## src/hdl/cgpp_pkg.sv

```systemverilog
package cgpp_pkg;
    localparam int CLK_PERIOD_NS = 10;
    localparam int SYMB_PERIOD_NS = 8;
    // Nominal period, rounded to the nearest whole cycle, never below one
    localparam int SYMB_ROUND = (SYMB_PERIOD_NS + CLK_PERIOD_NS / 2) / CLK_PERIOD_NS;
    localparam int SYMB_CYCLES = (SYMB_ROUND < 1) ? 1 : SYMB_ROUND;
    localparam int RESET_HOLD_CYCLES = 16;

    typedef logic [11:0] cgpp_vec_t;
    typedef enum logic [1:0] {
        CGPP_SEND_Z = 2'h0,
        CGPP_SEND_N = 2'h1,
        CGPP_SEND_I = 2'h2
    } cgpp_mode_t;
    typedef enum logic [3:0] {
        TX_IDLE = 4'h1,
        TX_DATA = 4'h2,
        TX_ESD1 = 4'h4,
        TX_ESD2 = 4'h8
    } cgpp_txst_t;

    // Symbols are 3-bit two's complement, pair A in the low bits
    localparam cgpp_vec_t VEC_ZERO = 12'h000;
    localparam cgpp_vec_t VEC_IDLE = 12'h249;
    localparam cgpp_vec_t VEC_ESD1 = 12'h492;
    localparam cgpp_vec_t VEC_ESD2_EXT0 = 12'h496;
    localparam cgpp_vec_t VEC_ESD2_EXT1 = 12'h4B2;
    localparam cgpp_vec_t VEC_ESD2_EXT2 = 12'h592;
    localparam cgpp_vec_t VEC_XMT_ERR = 12'h4B6;

    localparam logic [3:0] REG_CTRL = 4'h0;
    localparam logic [3:0] REG_STATUS = 4'h4;
    localparam logic [3:0] REG_COUNT = 4'h8;
    localparam int CTRL_MODE_LSB = 0;
    localparam int CTRL_SLAVE_BIT = 2;
    localparam int CTRL_RESET_BIT = 3;
    localparam int STAT_LOC_OK_BIT = 0;
    localparam int STAT_XMIT_BIT = 1;
    localparam int STAT_RCV_BIT = 2;
    localparam int STAT_RESET_BIT = 3;
    localparam cgpp_mode_t CTRL_MODE_RST = CGPP_SEND_Z;
    localparam logic CTRL_SLAVE_RST = 1'b0;

    // Octet as four base-5 digits, each offset by -2; every data vector
    // lies below 256 in that numbering, so the special vectors never collide
    function automatic cgpp_vec_t cgpp_encode(input logic [7:0] o);
        logic [7:0] r;
        cgpp_vec_t v;
        r = o;
        v = VEC_ZERO;
        for (int i = 0; i < 4; i++) begin
            v[3*i +: 3] = 3'(r % 8'h05) - 3'h2;
            r = r / 8'h05;
        end
        return v;
    endfunction

    function automatic logic [7:0] cgpp_decode(input cgpp_vec_t v);
        logic [9:0] acc;
        acc = 10'h000;
        for (int i = 3; i >= 0; i--) begin
            acc = 10'(acc * 10'h005) + 10'(3'(v[3*i +: 3] + 3'h2));
        end
        return acc[7:0];
    endfunction
endpackage

```

## src/hdl/cgpp_core_if.sv

```systemverilog
`timescale 1ns/10ps
interface cgpp_core_if;
    logic clr;
    logic symb_done;
    cgpp_pkg::cgpp_vec_t rx_vec;
    logic rx_valid;
    cgpp_pkg::cgpp_vec_t cur_vec;
    logic cur_valid;
    logic idle_run;
    logic end_ok;
    modport timer (input clr, output symb_done);
    modport chk (input clr, rx_vec, rx_valid, output cur_vec, cur_valid, idle_run, end_ok);
endinterface

```

## src/hdl/cgpp_symb_timer.sv

```systemverilog
`timescale 1ns/10ps
module cgpp_symb_timer #(
    parameter int CYCLES = cgpp_pkg::SYMB_CYCLES
) (
    input wire logic clk,
    input wire logic rst,
    cgpp_core_if.timer tif
);
    localparam int CW = (CYCLES > 1) ? $clog2(CYCLES) : 1;
    localparam logic [CW-1:0] LAST = CW'(CYCLES - 1);
    typedef struct packed {
        logic [CW-1:0] cnt;
        logic done;
    } cgpp_tmr_t;
    cgpp_tmr_t st;
    cgpp_tmr_t next_st;

    always_comb begin
        next_st = st;
        next_st.done = 1'b0;
        if (tif.clr) begin
            next_st.cnt = '0;
        end else if (st.cnt == LAST) begin
            next_st.cnt = '0;
            next_st.done = 1'b1;
        end else begin
            next_st.cnt = st.cnt + 1'b1;
        end
    end

    // Runs on the reference clock that the top also uses, so the strobe needs no crossing
    always_ff @(posedge clk or posedge rst) begin
        if (rst) begin
            st <= '0;
        end else begin
            st <= next_st;
        end
    end

    assign tif.symb_done = st.done;
endmodule // cgpp_symb_timer

```

## src/hdl/cgpp_rx_check.sv

```systemverilog
`timescale 1ns/10ps
module cgpp_rx_check (
    input wire logic clk,
    input wire logic rst,
    cgpp_core_if.chk cif
);
    typedef struct packed {
        logic [3:0][11:0] hist;
        logic [2:0] fill;
        logic cur_valid;
    } cgpp_chk_t;
    cgpp_chk_t st;
    cgpp_chk_t next_st;
    logic full;

    // hist[3] is the current vector, hist[2..0] the next three
    always_comb begin
        next_st = st;
        next_st.cur_valid = 1'b0;
        if (cif.clr) begin
            next_st = '0;
        end else if (cif.rx_valid) begin
            next_st.hist = {st.hist[2:0], cif.rx_vec};
            next_st.fill = (st.fill == 3'h4) ? st.fill : st.fill + 3'h1;
            next_st.cur_valid = (st.fill >= 3'h3);
        end
    end

    always_ff @(posedge clk or posedge rst) begin
        if (rst) begin
            st <= '0;
        end else begin
            st <= next_st;
        end
    end

    assign full = (st.fill == 3'h4);
    assign cif.cur_vec = st.hist[3];
    assign cif.cur_valid = st.cur_valid;
    assign cif.idle_run = full && (st.hist == {4{cgpp_pkg::VEC_IDLE}});
    assign cif.end_ok = full && (st.hist[2] == cgpp_pkg::VEC_ESD1)
        && (st.hist[1] == cgpp_pkg::VEC_ESD2_EXT0 || st.hist[1] == cgpp_pkg::VEC_ESD2_EXT1
        || st.hist[1] == cgpp_pkg::VEC_ESD2_EXT2);
endmodule // cgpp_rx_check

```

## src/hdl/cgpp_top.sv

```systemverilog
// Function
// Symbol timer free-runs, restart clears done
// Timer period 8 ns, on symbol clock; the timer counts one 10 ns REF_CLK cycle instead
// Vector request coincides with timer done
// End check validates next two vectors
// Idle check needs four idle vectors
// Decode received vector to octet
// Encode transmit octet to vector
// Reset on power-on or management request
// Coding reset held while any condition
// All state machines re-enter on reset
// Functions start together after reset
// All four pairs share one clock
// Pairs continuously carry current vector symbols
// Master uses local clock source
// Slave uses recovered clock, loop timing
// Receiver status from lock and convergence
// Transmitted vectors fed to receive path
// Transmit mode one of three values
// Stream flag true while stream sent
// Receiver status is ok or not
// Master or slave given as one bit
// Done strobe one cycle per symbol
`timescale 1ns/10ps
module cgpp_top #(
    parameter int SYMB_CYCLES = cgpp_pkg::SYMB_CYCLES,
    parameter logic [7:0] RESET_HOLD = 8'(cgpp_pkg::RESET_HOLD_CYCLES)
) (
    input wire logic REF_CLK,
    input wire logic RST,
    input wire logic [3:0] AVS_ADDRESS,
    input wire logic AVS_READ,
    input wire logic AVS_WRITE,
    input wire logic [31:0] AVS_WRITEDATA,
    input wire logic [3:0] AVS_BYTEENABLE,
    output logic [31:0] AVS_READDATA,
    output logic AVS_WAITREQUEST,
    input wire logic [7:0] TXD,
    input wire logic TX_EN,
    input wire logic TX_ER,
    input wire logic [11:0] RX_SYMB,
    input wire logic RX_VALID,
    input wire logic SCR_LOCK,
    input wire logic EQ_OK,
    input wire logic CANCEL_OK,
    input wire logic EST_OK,
    output logic [2:0] TX_PAIR_A,
    output logic [2:0] TX_PAIR_B,
    output logic [2:0] TX_PAIR_C,
    output logic [2:0] TX_PAIR_D,
    output logic TX_VEC_REQ,
    output logic SYMB_DONE,
    output logic [11:0] ECHO_VEC,
    output logic [1:0] TX_MODE,
    output logic STREAM_TRANSMITTING,
    output logic STREAM_RECEIVING,
    output logic [7:0] RXD,
    output logic RXD_VALID,
    output logic END_DETECT,
    output logic IDLE_RUN,
    output logic LOC_RCVR_OK,
    output logic CONFIG_SLAVE,
    output logic TCLK_FROM_RECOVERED,
    output logic PCS_RESET
);
    typedef struct packed {
        logic waitreq;
        logic [31:0] rdata;
        cgpp_pkg::cgpp_mode_t mode;
        logic slave;
        logic [7:0] hold;
        logic pcs_reset;
        cgpp_pkg::cgpp_txst_t tx_st;
        cgpp_pkg::cgpp_vec_t tx_vec;
        logic vec_req;
        logic symb_done;
        cgpp_pkg::cgpp_vec_t echo;
        logic xmit;
        logic rcv;
        logic armed;
        logic loc_ok;
        logic [7:0] rxd;
        logic rxd_valid;
        logic end_det;
        logic idle_run;
        logic [15:0] req_cnt;
    } cgpp_top_t;

    localparam cgpp_top_t TOP_RST = '{
        waitreq: 1'b1,
        pcs_reset: 1'b1,
        mode: cgpp_pkg::CTRL_MODE_RST,
        slave: cgpp_pkg::CTRL_SLAVE_RST,
        tx_st: cgpp_pkg::TX_IDLE,
        default: '0
    };
    localparam int START_MAX = SYMB_CYCLES + 2;

    cgpp_top_t st;
    cgpp_top_t next_st;
    logic [31:0] rd;
    logic ctrl_wr;
    cgpp_pkg::cgpp_vec_t data_vec;

    cgpp_core_if cif();

    assign cif.clr = st.pcs_reset;
    assign cif.rx_vec = RX_SYMB;
    assign cif.rx_valid = RX_VALID;

    cgpp_symb_timer #(
        .CYCLES(SYMB_CYCLES)
    ) u_timer (
        .clk(REF_CLK),
        .rst(RST),
        .tif(cif)
    );

    cgpp_rx_check u_chk (
        .clk(REF_CLK),
        .rst(RST),
        .cif(cif)
    );

    always_comb begin
        rd = 32'h0000_0000;
        case (AVS_ADDRESS)
            cgpp_pkg::REG_CTRL: begin
                rd[cgpp_pkg::CTRL_MODE_LSB +: 2] = st.mode;
                rd[cgpp_pkg::CTRL_SLAVE_BIT] = st.slave;
                rd[cgpp_pkg::CTRL_RESET_BIT] = st.pcs_reset;
            end
            cgpp_pkg::REG_STATUS: begin
                rd[cgpp_pkg::STAT_LOC_OK_BIT] = st.loc_ok;
                rd[cgpp_pkg::STAT_XMIT_BIT] = st.xmit;
                rd[cgpp_pkg::STAT_RCV_BIT] = st.rcv;
                rd[cgpp_pkg::STAT_RESET_BIT] = st.pcs_reset;
            end
            cgpp_pkg::REG_COUNT: begin
                rd[15:0] = st.req_cnt;
            end
            default: begin
                rd = 32'h0000_0000;
            end
        endcase
    end

    // A write lands only at the edge where waitrequest is seen low
    assign ctrl_wr = !st.waitreq && AVS_WRITE && AVS_BYTEENABLE[0]
        && (AVS_ADDRESS == cgpp_pkg::REG_CTRL);
    assign data_vec = TX_ER ? cgpp_pkg::VEC_XMT_ERR : cgpp_pkg::cgpp_encode(TXD);

    always_comb begin
        next_st = st;
        next_st.vec_req = 1'b0;
        next_st.symb_done = 1'b0;
        next_st.rxd_valid = 1'b0;
        next_st.end_det = 1'b0;
        next_st.idle_run = 1'b0;

        if (st.waitreq) begin
            if (AVS_READ || AVS_WRITE) begin
                next_st.waitreq = 1'b0;
                next_st.rdata = rd;
            end
        end else begin
            next_st.waitreq = 1'b1;
        end

        if (st.hold != 8'h00) begin
            next_st.hold = st.hold - 8'h01;
        end
        if (ctrl_wr) begin
            // Code 3 is not a mode; such a write leaves the mode alone
            if (AVS_WRITEDATA[cgpp_pkg::CTRL_MODE_LSB +: 2] != 2'h3) begin
                next_st.mode = cgpp_pkg::cgpp_mode_t'(AVS_WRITEDATA[cgpp_pkg::CTRL_MODE_LSB +: 2]);
            end
            next_st.slave = AVS_WRITEDATA[cgpp_pkg::CTRL_SLAVE_BIT];
            if (AVS_WRITEDATA[cgpp_pkg::CTRL_RESET_BIT]) begin
                next_st.hold = RESET_HOLD;
            end
        end
        next_st.pcs_reset = (next_st.hold != 8'h00);

        if (st.pcs_reset) begin
            next_st.tx_st = cgpp_pkg::TX_IDLE;
            next_st.tx_vec = cgpp_pkg::VEC_ZERO;
            next_st.echo = cgpp_pkg::VEC_ZERO;
            next_st.xmit = 1'b0;
            next_st.rcv = 1'b0;
            next_st.armed = 1'b0;
            next_st.loc_ok = 1'b0;
            next_st.req_cnt = 16'h0000;
        end else begin
            next_st.loc_ok = SCR_LOCK && EQ_OK && CANCEL_OK && EST_OK;
            if (cif.symb_done) begin
                next_st.symb_done = 1'b1;
                next_st.vec_req = 1'b1;
                next_st.req_cnt = st.req_cnt + 16'h0001;
                case (st.tx_st)
                    cgpp_pkg::TX_IDLE: begin
                        if (st.mode == cgpp_pkg::CGPP_SEND_N && TX_EN) begin
                            next_st.tx_vec = data_vec;
                            next_st.tx_st = cgpp_pkg::TX_DATA;
                        end else if (st.mode == cgpp_pkg::CGPP_SEND_Z) begin
                            next_st.tx_vec = cgpp_pkg::VEC_ZERO;
                        end else begin
                            next_st.tx_vec = cgpp_pkg::VEC_IDLE;
                        end
                    end
                    cgpp_pkg::TX_DATA: begin
                        // A started frame runs to its delimiter unless a coding reset cuts it off
                        if (TX_EN) begin
                            next_st.tx_vec = data_vec;
                        end else begin
                            next_st.tx_vec = cgpp_pkg::VEC_ESD1;
                            next_st.tx_st = cgpp_pkg::TX_ESD1;
                        end
                    end
                    cgpp_pkg::TX_ESD1: begin
                        next_st.tx_vec = cgpp_pkg::VEC_ESD2_EXT0;
                        next_st.tx_st = cgpp_pkg::TX_ESD2;
                    end
                    cgpp_pkg::TX_ESD2: begin
                        next_st.tx_st = cgpp_pkg::TX_IDLE;
                        if (st.mode == cgpp_pkg::CGPP_SEND_Z) begin
                            next_st.tx_vec = cgpp_pkg::VEC_ZERO;
                        end else begin
                            next_st.tx_vec = cgpp_pkg::VEC_IDLE;
                        end
                    end
                    default: begin
                        next_st.tx_st = cgpp_pkg::TX_IDLE;
                        next_st.tx_vec = cgpp_pkg::VEC_ZERO;
                    end
                endcase
                next_st.echo = next_st.tx_vec;
                next_st.xmit = (next_st.tx_st != cgpp_pkg::TX_IDLE);
            end

            if (cif.cur_valid) begin
                next_st.rxd = cgpp_pkg::cgpp_decode(cif.cur_vec);
                // Re-arming on idle keeps delimiter vectors from restarting a stream
                if (cif.idle_run) begin
                    next_st.idle_run = 1'b1;
                    next_st.armed = 1'b1;
                    next_st.rcv = 1'b0;
                end else if (st.rcv && cif.end_ok) begin
                    next_st.end_det = 1'b1;
                    next_st.rcv = 1'b0;
                end else if (!st.rcv && st.armed && cif.cur_vec != cgpp_pkg::VEC_IDLE) begin
                    next_st.rcv = 1'b1;
                    next_st.armed = 1'b0;
                end
                next_st.rxd_valid = st.rcv;
            end
        end
    end

    always_ff @(posedge REF_CLK or posedge RST) begin
        if (RST) begin
            st <= TOP_RST;
        end else begin
            st <= next_st;
        end
    end

    assign AVS_READDATA = st.rdata;
    assign AVS_WAITREQUEST = st.waitreq;
    // One vector register feeds every pair, all on the same clock
    assign TX_PAIR_A = st.tx_vec[2:0];
    assign TX_PAIR_B = st.tx_vec[5:3];
    assign TX_PAIR_C = st.tx_vec[8:6];
    assign TX_PAIR_D = st.tx_vec[11:9];
    assign TX_VEC_REQ = st.vec_req;
    assign SYMB_DONE = st.symb_done;
    assign ECHO_VEC = st.echo;
    assign TX_MODE = st.mode;
    assign STREAM_TRANSMITTING = st.xmit;
    assign STREAM_RECEIVING = st.rcv;
    assign RXD = st.rxd;
    assign RXD_VALID = st.rxd_valid;
    assign END_DETECT = st.end_det;
    assign IDLE_RUN = st.idle_run;
    assign LOC_RCVR_OK = st.loc_ok;
    assign PCS_RESET = st.pcs_reset;
    // The clock mux sits outside; this only selects the source
    assign CONFIG_SLAVE = st.slave;
    assign TCLK_FROM_RECOVERED = st.slave;
endmodule // cgpp_top

```

## config.mk

```make
export PLATFORM = sky130hd
export DESIGN_NAME = cgpp_top
export DESIGN_NICKNAME = d
export VERILOG_FILES = /design/src/hdl/cgpp_pkg.sv /design/src/hdl/cgpp_core_if.sv /design/src/hdl/cgpp_symb_timer.sv /design/src/hdl/cgpp_rx_check.sv /design/src/hdl/cgpp_top.sv
export SDC_FILE = /design/constraint.sdc
export NUM_CORES = 1
export LEC_CHECK = 0
export BUFFER_PORTS_ARGS = -buffer_cell sky130_fd_sc_hd__buf_4
export CORE_MARGIN = 2
export CORE_UTILIZATION = 54
export CTS_CLUSTER_DIAMETER = 40
export DETAILED_ROUTE_END_ITERATION = 7
export PLACE_DENSITY = 0.74
export SYNTH_ARGS = -nofsm -noshare
export SYNTH_HDL_FRONTEND = slang
export SYNTH_SLANG_ARGS = --single-unit
```

## constraint.sdc

```tcl
create_clock -name REF_CLK -period 6.3 [get_ports REF_CLK]
set_clock_uncertainty 0.15 [all_clocks]
set_input_delay 0.945 -clock REF_CLK [delete_from_list [all_inputs] [get_ports REF_CLK]]
set_output_delay 0.945 -clock REF_CLK [all_outputs]
set_load 0.005 [all_outputs]
```

==> impl_metrics.ini, run 1 <==
[critical_path]
crit_type = in2reg
reg2reg_from = u_chk.cif.cur_vec[10]
crit_start = TXD[4]
start_kind = input pin
critical_path_arrival_ps = 7770
critPathMaxStageDelay_ps = 310
rr_worst_depth = 23
crit_path_end_kind = flop
critPathMaxFanout = 10
required_ps = 6450
worstReg2RegEnd = RXD[7]
rrSetupSlack_ps = 650
crit_top_cell = ha_4
cp_slowest_cell = or3_1
worstSetupEndpoint = TX_PAIR_C[2]

[logic_synthesis]
syn_avg_cell_area_sq_um = 9.174
synthCells = 1029
synth_ff_type = dfrtp_1
yosys.area.top_type = dfrtp_1
synth_cell_types = 92
yosysWarnings = 0
ys_async_sr_fraction_pct = 100.0
synth_seq_area_share_pct = 34.50
synth_edf_count = 0
synth_area_sq_um = 9440
ys_seq_elements = 130
synth_most_common_cell = dfrtp_1
synth_area_leaders = dfrtp_1 (34%), ha_1 (9.0%), mux2i_1 (6.3%)
synth_top_area_share_pct = 33.66
synth_common_cells = dfrtp_1 (127), nor2_1 (123), buf_4 (73), nand2_1 (72), ha_1 (68)

[pwr]
powerDensity_nw_per_um2 = 255.3
p_leak_nw = 5.900
worst_ir_drop_vdd_mv = 0.2153
power_mw = 3.104

[global_route]
grt_pass1_wl_um = 39520
antenna_found_initial = 0
grt_pass1_vias = 7935
grt_use_total_pct = 26.61
grt_max_degree = 77
overflow = 0

[finish]
antenna_cells = 0
num-fill-cells = 1316
drive_gt1_share_pct = 31.23
nNetsFinal = 1365
syn_to_final_growth_pct = 28.83

[timing]
rsz0062_at_grt = yes
layout_min_cycle_time_ps = 7613
holdWs_ps = 331.1
fin_ws_ps = -1313
hold_viol_final = 0
drv_slew = 0
setup_viol = 9
worst_pin_slew_ps = 890.2
slew_headroom_pct = 39.12
fin_crit_sh_pct = 120.8
fmax_mhz = 131.4

[cts]
clock_path_buffers = 2
clock-root-buffer = clkbuf_16
cts_tree = done
cts_num_sinks = 130
clock_latency_ps = 420
h-tree-depth = 4
clk_pin_slew_ps = 60
cts_buffers = 17
cts.hold.buffers_added = 0

[die]
initial_utilization_pct = 54.96
dieArea_sq_um = 18560
rows = 48
die_w_um = 136.2
core_sq_um = 17180
die_h_um = 136.2
pin_count = 149

[placed_design]
io_buffers = 101
dp_hpwl_um = 16900
place.gp.congestion = 0.9492

[detailed_routing]
route.detailed.drc = 0
wl_um = 24380
via_count = 8130
firstDrtPassIters = 6
detail-route-antenna-nets = 0
drt_iter0_markers = 630
viasPerCell = 5.565
wl_per_cell_um = 16.69

[worst_hold_path]
hold_class = reg2reg

[outcome]
violations = negative setup slack
outcome = finished, violations left

[job]
maxCapViolCount = 0
[sequential cells by signal, summed over array words and instances (netlist names)]
register,count
SYMB_DONE,1
TX_PAIR_C,3
CONFIG_SLAVE,1
STREAM_TRANSMITTING,1
u_chk.cif.cur_vec,12
AVS_READDATA,16
TX_MODE,2
RXD,8
TX_PAIR_B,3
IDLE_RUN,1
u_chk.cif.cur_valid,1
AVS_WAITREQUEST,1
END_DETECT,1
u_chk.st,39
u_timer.tif.symb_done,1
RXD_VALID,1
LOC_RCVR_OK,1
st,29
PCS_RESET,1
TX_PAIR_A,3
STREAM_RECEIVING,1
TX_PAIR_D,3
[cell usage in the layout, fill, tap and decap left out, types with 16 or more instances in the layout]
cell type and instances:
buf_4 262, dfrtp_1 127, nor2_1 120, nand2_1 70, ha_1 60, mux2i_1 59
inv_1 45, o21ai_0 34, a21oi_1 32, xnor2_1 27, xor2_1 27, clkbuf_16 17
a22o_1 16, conb_1 16
[worst min-delay path by stage]
stage	startpoint	endpoint	slack, ps	cells after the start
after detailed placement	RXD[0]	RXD[0]	320	2
after global routing	AVS_READDATA[5]	AVS_READDATA[5]	360	1
after CTS	RXD[0]	RXD[0]	340	2
after global placement	RXD[0]	RXD[0]	310	2
final	RXD[0]	RXD[0]	330	2
after floorplan	RXD[0]	RXD[0]	300	2
[logic make-up after synthesis]
| kind of cell | count (synthesis) | synth area share, % |
|---|---|---|
| flip-flops | 130 | 34.50 |
| AND/OR/NAND/NOR | 347 | 18.85 |
| adder cells (fa/ha/maj) | 71 | 9.649 |
| multiplexers | 60 | 6.375 |
| XOR/XNOR | 59 | 5.792 |
| buffers and inverters | 165 | 10.27 |
| AO/OA/AOI/OAI | 196 | 14.53 |
| other | 1 | 0.03972 |
[final cells by class]
type | instances | area (sq um) | area share [%]
clock buffers | 17 | 425.4 | 3.498
clock inverters | 15 | 231.5 | 1.903
inverters | 51 | 193.9 | 1.595
multi-input cells | 749 | 5608 | 46.11
flip-flops and latches | 130 | 3257 | 26.78
well taps | 225 | 281.5 | 2.315
repair buffers | 274 | 2165 | 17.80
[power breakdown]
part	internal (mW)	switching (mW)	leakage, nW
Clock	0.706	0.382	0.314
Sequential	0.873	0.0365	1.79
Combinational	0.570	0.537	3.80
[repair_timing]
item / CTS / global route
setup buffers: 24 / 13
pin swaps: 32 / 21
gates resized for setup: 37 / 22
hold endpoints to repair: 0 / 0
gates cloned: 2 / 0
endpoints found under the setup margin: 9 / 9
[per-layer routing]
metal,GRT usage (%),routed length (um),vias up
met4,8.218,500,0
met2,43.89,12150,236
li1,-,-,3910
met1,36.03,10630,3943
met5,0,0,-
met3,4.213,1095,41
[through the flow]
stage | area (sq um) | util [%] | worst slack (ps) | std cells | setup TNS (ps)
2_1_floorplan | 9644 | - | -2049 | 1044 | -12510
3_3_place_gp | 10930 | 63.63 | -1448 | 1392 | -8521
3_5_place_dp | 10930 | 63.63 | -1758 | 1392 | -11100
4_1_cts | 11990 | 69.79 | -1103 | 1450 | -5867
5_1_grt | 12160 | 70.80 | -1653 | 1461 | -10460
6_report | 12160 | 70.80 | -1313 | 1461 | -7607
[critical path, delay by kind of cell]
family,cells,cell delay [ps]
multiplexers,1,180
AO/OA/AOI/OAI,15,2650
XOR/XNOR,3,590
adder cells (fa/ha/maj),5,900
AND/OR/NAND/NOR,15,2070
buffers and inverters,4,430
(Power assumes the default switching activity.)
==> run 2: changes to the inputs <==
- RECOVER_POWER: default -> 100
==> impl_metrics.ini, run 2 (same netlist as run 1, synthesis figures left out) <==
[timing]
hold_viol_final = 0
holdWs_ps = 329.7
drv_slew = 153
setup_viol = 9
slew_headroom_pct = -119.2
fin_ws_ps = -1311
worst_pin_slew_ps = 3270
fmax_mhz = 131.4
layout_min_cycle_time_ps = 7611
fin_crit_sh_pct = 120.8
rsz0062_at_grt = yes

[cts]
cts_tree = done
clk_pin_slew_ps = 60
cts_num_sinks = 130
cts_buffers = 17
clock-root-buffer = clkbuf_16
clock_latency_ps = 420
clock_path_buffers = 2
cts.hold.buffers_added = 0
h-tree-depth = 4

[placed_design]
post-place-cells = 1392
place.gp.congestion = 0.9492
io_buffers = 101
dp_hpwl_um = 16900

[finish]
largest_reg_flops = 39
num-fill-cells = 1326
regMostFlops = u_chk.st
syn_to_final_growth_pct = 28.35
layout_commonest_cell = buf_4
final_util_pct = 70.54
drive_gt1_share_pct = 30.26
multiInputGateArea_sq_um = 5608
antenna_cells = 0
mostFrequentLayoutCells = buf_4 (195), dfrtp_1 (127), nor2_1 (120)
nNetsFinal = 1365
regArea_sq_um = 3257
fin_cells = 1461

[pwr]
p_sw_share_pct = 30.88
p_comb_share_pct = 35.6
worst_ir_drop_vdd_mv = 0.2182
p_int_mw = 2.145
power_frac_clock_pct = 35.1
powerDensity_nw_per_um2 = 256.1
power_mw = 3.103
p_leak_nw = 5.818
seq_power_share_pct = 29.3
switchingPower_mw = 0.9582

[global_route]
grt_max_degree = 77
overflow = 0
antenna_found_initial = 0
grt_pass1_vias = 7935
grt_use_total_pct = 26.61
grt_pass1_wl_um = 39520

[critical_path]
crit_type = in2reg
start_kind = input pin
required_ps = 6460
crit_path_end_kind = flop
critical_path_arrival_ps = 7770
critPathMaxStageDelay_ps = 310
cp_slowest_cell = or3_1
crit_top_cell = ha_4
rrSetupSlack_ps = 640
critPathMaxFanout = 10

[outcome]
violations = max-capacitance violations, max-slew violations, negative setup slack
outcome = finished, violations left

[detailed_routing]
highest_layer = met4
via_count = 8121
firstDrtPassIters = 5
wl_met2_um = 11960
route.detailed.drc = 0
wl_um = 24290
wl_per_cell_um = 16.62
detail-route-antenna-nets = 0
met3WireLength_um = 960
drt_iter0_markers = 624
drt-met1-wl_um = 10730
viasPerCell = 5.559

[die]
initial_utilization_pct = 54.96
rows = 48
pin_count = 149
core_sq_um = 17180
die_h_um = 136.2
dieArea_sq_um = 18560
die_w_um = 136.2

[worst_hold_path]
hold_class = reg2reg

[job]
maxCapViolCount = 2
[run 2: cell count changes in the layout (fill, tap and decap cells not counted), sizes merged]
cell      previous run  this run
clkinvlp             2         3
inv                 53        52
clkbuf              17        84
buf                274       207
[run 2: worst paths after layout]
check	startpoint	endpoint	cells past startpoint
setup / recovery	TXD[4]	TX_PAIR_C[2]	43
hold / removal	RXD[0]	RXD[0]	2
setup reg to reg	u_chk.cif.cur_vec[10]	RXD[7]	23
hold reg to reg	RXD[0]	RXD[0]	2
max in group asynchronous	RST	AVS_READDATA[11]	3
min in group asynchronous	RST	RXD[3]	2
[run 2: layout make-up]
type | count | area share, %
well taps | 225 | 2.323
clock inverters | 15 | 1.910
repair buffers | 274 | 17.50
multi-input cells | 749 | 46.28
clock buffers | 17 | 3.511
inverters | 51 | 1.590
flip-flops and latches | 130 | 26.88
[run 2: timing repair]
action | in CTS | in global routing
pin swaps | 32 | 21
gates cloned | 2 | 0
gates resized for setup | 37 | 22
endpoints found under the setup margin | 9 | 9
setup buffers | 24 | 13
[run 2: per-layer routing]
layer  track usage (%)  vias to the layer above
li1                  -                     3918
met1             36.03                     3946
met2             43.89                      205
met3             4.213                       52
met4             8.218                        0
met5                 0                        -
[run 2: metrics by stage]
| stage | setup TNS (ps) | instance area [sq um] | setup WS [ps] |
|---|---|---|---|
| floorplan | -12510 | 9644 | -2049 |
| global placement | -8521 | 10930 | -1448 |
| detailed placement | -11100 | 10930 | -1758 |
| CTS | -5867 | 11990 | -1103 |
| global route | -10460 | 12120 | -1653 |
| finish | -7569 | 12120 | -1311 |
[run 2: power by group through the flow]
stage / combinational [mW] / sequential (mW) / clock (mW)
floorplan: 0.631 / 0.913 / 0
global placement: 0.923 / 0.922 / 0
detailed placement: 0.938 / 0.923 / 0
CTS: 1.05 / 0.909 / 1.10
global route: 1.20 / 0.914 / 1.14
finish: 1.10 / 0.909 / 1.09
[run 2: worst max-delay path, delay by kind of cell]
family | cells | cell delay (ps)
and+or+nand+nor | 15 | 2060
AOI/OAI and AO/OA | 15 | 2640
muxes | 1 | 180
adders and majority gates | 5 | 900
xor gates and xnor gates | 3 | 600
buffers and inverters | 4 | 430
